===== config.mk =====
export PLATFORM = sky130hd
export DESIGN_NAME = tcsi_timer
export DESIGN_NICKNAME = d
export VERILOG_FILES = /design/src/rtl/tcsi_div128.v /design/src/rtl/tcsi_timer.v
export VERILOG_INCLUDE_DIRS = /design/src /design/src/rtl
export SDC_FILE = /design/constraint.sdc
export NUM_CORES = 1
export LEC_CHECK = 0
export ABC_AREA = 0
export BUFFER_PORTS_ARGS = -buffer_cell sky130_fd_sc_hd__buf_4
export CAP_MARGIN = 10
export CORE_AREA = 2 2 99 101
export DETAILED_ROUTE_END_ITERATION = 8
export DIE_AREA = 0 0 101 103
export MAX_ROUTING_LAYER = met4
export PLACE_DENSITY_LB_ADDON = 0.25
export SLEW_MARGIN = 20
export SYNTH_ARGS = -nofsm -noshare
export SYNTH_HDL_FRONTEND = slang
export SYNTH_HIERARCHICAL = 1
export SYNTH_SLANG_ARGS = --single-unit

===== constraint.sdc =====
create_clock -name pclk -period 2.5 [get_ports pclk]
set_input_delay 0.5 -clock pclk [delete_from_list [all_inputs] [get_ports pclk]]
set_output_delay 0.5 -clock pclk [all_outputs]
set_load 0.02 [all_outputs]

===== src/rtl/tcsi_defines.vh =====
// Register map, field positions and reset values of the capture timer
`ifndef TCSI_DEFINES_VH
`define TCSI_DEFINES_VH
`define TCSI_OFF_STATUS 12'h000
`define TCSI_OFF_IRQ_EN 12'h004
`define TCSI_OFF_MODE 12'h008
`define TCSI_OFF_PRIO 12'h00c
`define TCSI_OFF_CAP_A 12'h010
`define TCSI_OFF_BUF_C 12'h014
`define TCSI_OFF_IO_CTRL0 12'h018
`define TCSI_OFF_IO_CTRL1 12'h01c
`define TCSI_OFF_COUNTER 12'h020
`define TCSI_BIT_CAP_FLAG 0
`define TCSI_BIT_WRAP_FLAG 7
`define TCSI_BIT_CAP_IRQ_EN 0
`define TCSI_BIT_WRAP_IRQ_EN 7
`define TCSI_BIT_COUNT_RUN 7
`define TCSI_BIT_IRQ_PENDING 3
`define TCSI_BIT_CAP_MODE 2
`define TCSI_BIT_CAP_SEL 3
`define TCSI_BIT_C_FUNC 3
`define TCSI_RST_BYTE 8'h00
`define TCSI_RST_WORD 16'h0000
`define TCSI_EDGE_RISING 2'h0
`define TCSI_DIV_LOG2 7
`endif


===== src/rtl/tcsi_div128.v =====
// Divide-by-128 of the slow oscillator level, sampled in the timer clock domain
`timescale 1ns/1ps
`include "tcsi_defines.vh"
module tcsi_div128 #(
	parameter DIV_LOG2 = `TCSI_DIV_LOG2
) (
	input wire pclk,
	input wire presetn,
	input wire slow_internal_osc,
	output wire slow_osc_div128
);
	reg sync1_reg;
	reg sync2_reg;
	reg prev_reg;
	reg [DIV_LOG2-1:0] div_reg;
	// Oscillator is asynchronous to pclk, so it is synchronised before edge detection
	always @(posedge pclk or negedge presetn) begin
		if (!presetn) begin
			sync1_reg <= 1'b0;
			sync2_reg <= 1'b0;
			prev_reg <= 1'b0;
			div_reg <= {DIV_LOG2{1'b0}};
		end else begin
			sync1_reg <= slow_internal_osc;
			sync2_reg <= sync1_reg;
			prev_reg <= sync2_reg;
			if (sync2_reg && !prev_reg) begin
				div_reg <= div_reg + {{(DIV_LOG2-1){1'b0}}, 1'b1};
			end
		end
	end
	assign slow_osc_div128 = div_reg[DIV_LOG2-1];
endmodule


===== src/rtl/tcsi_timer.v =====
// Capture timer: counter, capture/buffer registers, flags, interrupts and APB slave
//
// Functional notes
// - Capture and wrap flags clear only on a write of 0 to a bit that was read as 1.
// - A wrap of the counter past its maximum sets the wrap flag in status bit 7.
// - With capture interrupt enable bit 0 set, a set capture flag requests an interrupt.
// - With wrap interrupt enable bit 7 set, a set wrap flag requests an interrupt.
// - Writing 1 to mode bit 7 starts the counter counting its source.
// - Priority control bits 2 to 0 hold the level, and 001 means level 1 with interrupt enabled.
// - Priority control bit 3 is read-only and reads 1 while a timer interrupt is requested.
// - Each capture event latches the counter into capture register A.
// - Register C is a 16-bit buffer holding the value moved to it from register A.
// - The counter increments each source clock from 0000h to FFFFh and flags overflow.
// - With edge bits 1:0 at 00 and mode bit 2 at 1, capture happens on the rising edge.
// - With function select bit 3 of I/O control 1 set, register C buffers register A.
//
// Our own choices: the placing of the registers and the APB register port.
`timescale 1ns/1ps
`include "tcsi_defines.vh"
module tcsi_timer (
	input wire pclk,
	input wire presetn,
	input wire psel,
	input wire penable,
	input wire pwrite,
	input wire [11:0] paddr,
	input wire [31:0] pwdata,
	input wire [3:0] pstrb,
	output wire pready,
	output wire pslverr,
	output reg [31:0] prdata,
	input wire slow_internal_osc,
	input wire capture_pin,
	output wire irq,
	output wire capture_irq_a,
	output wire wrap_irq
);
	reg [15:0] timer_counter_reg;
	reg [15:0] capture_value_a_reg;
	reg [15:0] capture_buffer_c_reg;
	reg capture_flag_a_reg;
	reg counter_wrap_flag_reg;
	reg cap_seen_reg;
	reg wrap_seen_reg;
	reg capture_irq_en_a_reg;
	reg wrap_irq_en_reg;
	reg count_run_reg;
	reg [2:0] irq_level_reg;
	reg [3:0] io_ctrl0_reg;
	reg [3:0] io_ctrl1_reg;
	reg pin_sync1_reg;
	reg pin_sync2_reg;
	reg cap_in_prev_reg;
	wire slow_osc_div128;
	wire cap_in;
	wire cap_event;
	wire wrap_event;
	wire apb_wr;
	wire apb_rd;
	wire hit_valid;
	wire irq_request_pending;
	wire [15:0] wdata16;
	wire wr_cnt;
	wire wr_status;
	wire rd_status;
	reg [31:0] rdata_next;

	function is_mapped;
		input [11:0] a;
		begin
			is_mapped = (a == `TCSI_OFF_STATUS) || (a == `TCSI_OFF_IRQ_EN) ||
				(a == `TCSI_OFF_MODE) || (a == `TCSI_OFF_PRIO) ||
				(a == `TCSI_OFF_CAP_A) || (a == `TCSI_OFF_BUF_C) ||
				(a == `TCSI_OFF_IO_CTRL0) || (a == `TCSI_OFF_IO_CTRL1) ||
				(a == `TCSI_OFF_COUNTER);
		end
	endfunction

	function [15:0] merge16;
		input [15:0] old;
		input [15:0] wd;
		input [1:0] st;
		begin
			merge16 = {st[1] ? wd[15:8] : old[15:8], st[0] ? wd[7:0] : old[7:0]};
		end
	endfunction

	tcsi_div128 u_div (
		.pclk(pclk),
		.presetn(presetn),
		.slow_internal_osc(slow_internal_osc),
		.slow_osc_div128(slow_osc_div128)
	);

	// Zero-wait slave; unmapped addresses answer with an error and no effect
	assign pready = 1'b1;
	assign hit_valid = is_mapped(paddr) && (paddr[1:0] == 2'h0);
	assign pslverr = psel && penable && !hit_valid;
	assign apb_wr = psel && penable && pwrite && hit_valid;
	assign apb_rd = psel && penable && !pwrite && hit_valid;
	assign wdata16 = pwdata[15:0];
	assign wr_cnt = apb_wr && (paddr == `TCSI_OFF_COUNTER);
	assign wr_status = apb_wr && (paddr == `TCSI_OFF_STATUS) && pstrb[0];
	assign rd_status = apb_rd && (paddr == `TCSI_OFF_STATUS);

	// Capture source: divided slow oscillator, or the external pin when selected
	assign cap_in = io_ctrl0_reg[`TCSI_BIT_CAP_SEL] ? pin_sync2_reg : slow_osc_div128;
	assign cap_event = io_ctrl0_reg[`TCSI_BIT_CAP_MODE] &&
		(io_ctrl0_reg[1:0] == `TCSI_EDGE_RISING) && cap_in && !cap_in_prev_reg;
	// A software load of the counter replaces the step, so no wrap happens then
	assign wrap_event = count_run_reg && !wr_cnt && (timer_counter_reg == 16'hffff);

	always @(posedge pclk or negedge presetn) begin
		if (!presetn) begin
			pin_sync1_reg <= 1'b0;
			pin_sync2_reg <= 1'b0;
			cap_in_prev_reg <= 1'b0;
		end else begin
			pin_sync1_reg <= capture_pin;
			pin_sync2_reg <= pin_sync1_reg;
			cap_in_prev_reg <= cap_in;
		end
	end

	// Counter; a software write wins over counting in that same cycle
	always @(posedge pclk or negedge presetn) begin
		if (!presetn) begin
			timer_counter_reg <= `TCSI_RST_WORD;
		end else if (wr_cnt) begin
			timer_counter_reg <= merge16(timer_counter_reg, wdata16, pstrb[1:0]);
		end else if (count_run_reg) begin
			timer_counter_reg <= timer_counter_reg + 16'h0001;
		end
	end

	// Capture and buffer registers; a capture wins over a software write in that cycle
	always @(posedge pclk or negedge presetn) begin
		if (!presetn) begin
			capture_value_a_reg <= `TCSI_RST_WORD;
			capture_buffer_c_reg <= `TCSI_RST_WORD;
		end else if (cap_event) begin
			capture_value_a_reg <= timer_counter_reg;
			if (io_ctrl1_reg[`TCSI_BIT_C_FUNC]) begin
				capture_buffer_c_reg <= capture_value_a_reg;
			end
		end else if (apb_wr) begin
			if (paddr == `TCSI_OFF_CAP_A) begin
				capture_value_a_reg <= merge16(capture_value_a_reg, wdata16, pstrb[1:0]);
			end
			if (paddr == `TCSI_OFF_BUF_C) begin
				capture_buffer_c_reg <= merge16(capture_buffer_c_reg, wdata16, pstrb[1:0]);
			end
		end
	end

	// Flags: clear needs a prior read as 1; a new event in the clear cycle keeps the flag
	always @(posedge pclk or negedge presetn) begin
		if (!presetn) begin
			capture_flag_a_reg <= 1'b0;
			counter_wrap_flag_reg <= 1'b0;
			cap_seen_reg <= 1'b0;
			wrap_seen_reg <= 1'b0;
		end else begin
			// Remember what software was shown, not a flag that rose after the setup cycle
			if (rd_status) begin
				cap_seen_reg <= prdata[`TCSI_BIT_CAP_FLAG];
				wrap_seen_reg <= prdata[`TCSI_BIT_WRAP_FLAG];
			end
			if (cap_event) begin
				capture_flag_a_reg <= 1'b1;
			end else if (wr_status && !pwdata[`TCSI_BIT_CAP_FLAG] && cap_seen_reg) begin
				capture_flag_a_reg <= 1'b0;
				cap_seen_reg <= 1'b0;
			end
			if (wrap_event) begin
				counter_wrap_flag_reg <= 1'b1;
			end else if (wr_status && !pwdata[`TCSI_BIT_WRAP_FLAG] && wrap_seen_reg) begin
				counter_wrap_flag_reg <= 1'b0;
				wrap_seen_reg <= 1'b0;
			end
		end
	end

	// Control registers
	always @(posedge pclk or negedge presetn) begin
		if (!presetn) begin
			capture_irq_en_a_reg <= 1'b0;
			wrap_irq_en_reg <= 1'b0;
			count_run_reg <= 1'b0;
			irq_level_reg <= 3'h0;
			io_ctrl0_reg <= 4'h0;
			io_ctrl1_reg <= 4'h0;
		end else if (apb_wr && pstrb[0]) begin
			case (paddr)
			`TCSI_OFF_IRQ_EN: begin
				capture_irq_en_a_reg <= pwdata[`TCSI_BIT_CAP_IRQ_EN];
				wrap_irq_en_reg <= pwdata[`TCSI_BIT_WRAP_IRQ_EN];
			end
			`TCSI_OFF_MODE: begin
				count_run_reg <= pwdata[`TCSI_BIT_COUNT_RUN];
			end
			`TCSI_OFF_PRIO: begin
				irq_level_reg <= pwdata[2:0];
			end
			`TCSI_OFF_IO_CTRL0: begin
				io_ctrl0_reg <= pwdata[3:0];
			end
			`TCSI_OFF_IO_CTRL1: begin
				io_ctrl1_reg <= pwdata[3:0];
			end
			default: begin
				count_run_reg <= count_run_reg;
			end
			endcase
		end
	end

	// Interrupt sources, gated by enables; level 0 disables the timer interrupt
	assign capture_irq_a = capture_flag_a_reg && capture_irq_en_a_reg;
	assign wrap_irq = counter_wrap_flag_reg && wrap_irq_en_reg;
	assign irq_request_pending = capture_irq_a || wrap_irq;
	assign irq = irq_request_pending && (irq_level_reg != 3'h0);

	always @* begin
		rdata_next = 32'h0000_0000;
		case (paddr)
		`TCSI_OFF_STATUS: begin
			rdata_next[`TCSI_BIT_CAP_FLAG] = capture_flag_a_reg;
			rdata_next[`TCSI_BIT_WRAP_FLAG] = counter_wrap_flag_reg;
		end
		`TCSI_OFF_IRQ_EN: begin
			rdata_next[7:0] = {wrap_irq_en_reg, 6'h00, capture_irq_en_a_reg};
		end
		`TCSI_OFF_MODE: begin
			rdata_next[7:0] = {count_run_reg, 7'h00};
		end
		`TCSI_OFF_PRIO: begin
			rdata_next[2:0] = irq_level_reg;
			rdata_next[`TCSI_BIT_IRQ_PENDING] = irq_request_pending;
		end
		`TCSI_OFF_CAP_A: begin
			rdata_next[15:0] = capture_value_a_reg;
		end
		`TCSI_OFF_BUF_C: begin
			rdata_next[15:0] = capture_buffer_c_reg;
		end
		`TCSI_OFF_IO_CTRL0: begin
			rdata_next[3:0] = io_ctrl0_reg;
		end
		`TCSI_OFF_IO_CTRL1: begin
			rdata_next[3:0] = io_ctrl1_reg;
		end
		`TCSI_OFF_COUNTER: begin
			rdata_next[15:0] = timer_counter_reg;
		end
		default: begin
			rdata_next = 32'h0000_0000;
		end
		endcase
	end

	// Read data registered during setup so it is stable through the access phase
	always @(posedge pclk or negedge presetn) begin
		if (!presetn) begin
			prdata <= 32'h0000_0000;
		end else if (psel && !penable && !pwrite) begin
			prdata <= rdata_next;
		end
	end
endmodule


==> impl_metrics.ini <==
[status]
outcome = complete, no violations

[clock_tree]
cts_buffer_depth = 2
cts-root-buf = clkbuf_8
clkSinkCount = 95
clk_pin_slew_worst_paths_ns = 0.09
insertion_delay_ns = 0.36
post-cts-setup-buffer-count = 0
h-tree-depth = 3
numCtsBuffers = 9
cts_tree = built
cts.repair.resized = 0
cts-hold-fix-buffers = 0

[worst_setup_path]
crit_family = simple AND/OR/NAND/NOR gates
crit_buf_inv = 2
cp-start-kind = input pin
crit_slowest_cell = or4_4
end_kind = primary output
crit_type = input pin to primary output
crit_fanout = 5
arrival_ns = 1.74
required_ns = 2.00
cpMostUsedCell = buf_4
path_cells = buf_4 -> or4_4 -> nor2_2 -> a21oi_1 -> buf_4
crit_start = paddr[9]
slowest_delay_ns = 0.58
r2r-start = io_ctrl0_reg[0]

[timing]
min_period_over_period_pct = 89.56
tns_ns = 0
max_slew_margin_pct = 36.16
rsz0062_at_grt = false
worst_pin_slew_ns = 0.9475
fin_crit_ns = 2.239
fmax_ghz = 0.4466
slew_violations = 0
clock_skew_ns = 0.006735
hold_viol_final = 0
final-setup-viol-count = 0

[grt]
grt_usage_pct = 26.38
grt_antenna_before_repair = 0
grt_overflow = 0
grt_pass1_vias = 3945
grt_max_degree = 63
grt_pass1_wl_um = 20420

[floorplanning]
rows = 36
core-area_sq_mm = 0.009459
io_pins = 92
die_area_sq_mm = 0.01040
initial_core_util_pct = 53.70
die_y_um = 103
die_w_um = 101

[placed_design]
gp_congestion = 0.9410
port_buffers = 56
dp_hpwl_um = 9210
placedCellCount = 678
dpl-instance-area_sq_mm = 0.005664

[synth]
avgSynthCellArea_sq_um = 10.00
muxShareOfSynthArea_pct = 11.65
synth_edf_count = 0
ys_types = 65
synth_top_family_by_area = simple AND/OR/NAND/NOR gates
yosysSeqAreaShare_pct = 46.80
yosys.area_share.simple_pct = 18.25
syn_inst = 508
synth_flop_cell = dfrtp_1
synth_compound_area_share_pct = 16.60
postSynth.asyncResetShare_pct = 100.0
syn_area_sq_mm = 0.005080
yosys.area_share.adder_pct = 0.4926
ys_seq_elements = 95
ys_warn_count = 6
yosys.area_share.xor_xnor_pct = 1.207

[run]
drv_cap = 0

[detailed_routing]
wl_per_cell_um = 18.00
wirelength_um = 12480
drc = 0
ant_nets = 0
vias_per_cell = 5.939
vias = 4116
drt_iter0_markers = 341
drt_pass1_iterations = 5

[layout]
drive_gt1_share_pct = 22.11
final_nets = 632
fin_cells = 693
post-route-util_pct = 61.87
area.growth.synth_to_final_pct = 15.20
n_antenna_cell = 0
final_cell_mix = dfrtp_1 (95), buf_4 (78), nand2_1 (52)
final_area_sq_mm = 0.005852
final_common_cell = dfrtp_1

[pwr]
ir_drop_uv = 371.1
p_leak_nw = 2.642
finalPower_mw = 2.886
power_density_mw_per_mm2 = 493.2

[min_path]
hold_class = input pin to asynchronous set/reset pin
synth_stat cells (4+ instances only):
library cell,n,share of area (%)
a211oi_1,10,1.5
a21oi_1,27,2.7
and2_1,11,1.4
and3_1,11,1.4
buf_2,5,0.49
buf_4,17,2.5
clkbuf_1,14,1.0
dfrtp_1,95,47
inv_1,7,0.52
mux2_2,15,3.3
mux2i_1,34,6.7
nand2_1,54,4.0
nand3_1,14,1.4
nand4_1,10,1.2
nor2_1,34,2.5
nor2b_1,4,0.49
nor3_1,8,0.79
o21a_1,16,2.4
o21ai_0,37,3.6
o22a_1,16,2.8
xnor2_1,6,1.0
cells by family (layout without fill, tap and decap cells):
logic type / after synthesis / in the layout
adders and majority gates: 2 / 2
DFF: 95 / 95
other: 2 / 17
muxes: 53 / 53
AOI/OAI and AO/OA: 129 / 129
xor gates and xnor gates: 7 / 7
and+or+nand+nor: 175 / 175
buffers and inverters: 45 / 101
worst reg2reg max path, stage by stage, from the launching register on:
cell and delay (ns):
dfrtp_1 0.44, nor4b_1 0.45, and2_1 0.22, nand2_1 0.46
o22a_1 0.42, o21a_1 0.10
power breakdown:
part | internal (mW) | leakage, nW | total [mW] | switching (mW)
Sequential | 1.59 | 1.23 | 1.63 | 0.0466
Combinational | 0.126 | 1.31 | 0.284 | 0.157
Clock | 0.442 | 0.0959 | 0.971 | 0.529
Total | 2.15 | 2.64 | 2.89 | 0.733
cell type report:
type | instances | area (sq um)
inverters | 7 | 26.28
fillers | 825 | 3607
multi-input cells | 383 | 2517
clock inverters | 2 | 13.76
flip-flops and latches | 95 | 2377
repair buffers | 79 | 605.6
well taps | 114 | 142.6
clock buffers | 13 | 168.9
metal layers:
layer	global-route usage [%]	wire length, um	vias up
li1	-	-	1952
met1	36.87	5628	1992
met2	39.69	5772	159
met3	3.864	920	13
met4	9.044	155	0
met5	-	0	-
stage by stage:
stage	hold slack (ns)	worst slack, ns
final	0.06419	0.2609
after global placement	0.3347	0.1437
after global routing	0.09404	0.07543
after CTS	0.08164	0.1795
after floorplan	0.2044	0.2822
after detailed placement	0.3403	0.06067
path summary, 6_finish.rpt:
| check | slack [ns] | cells past startpoint | endpoint |
|---|---|---|---|
| max | 0.26 | 5 | pslverr |
| min | 0.06 | 1 | wrap_seen_reg |
| max reg2reg | 0.30 | 5 | capture_buffer_c_reg[13] |
| min reg2reg | 0.36 | 0 | u_div/sync2_reg |
| max in group asynchronous | 1.75 | 2 | capture_buffer_c_reg[8] |
| min in group pclk | 0.24 | 1 | pin_sync1_reg |
No activity file was read; power rests on OpenSTA's default activity.
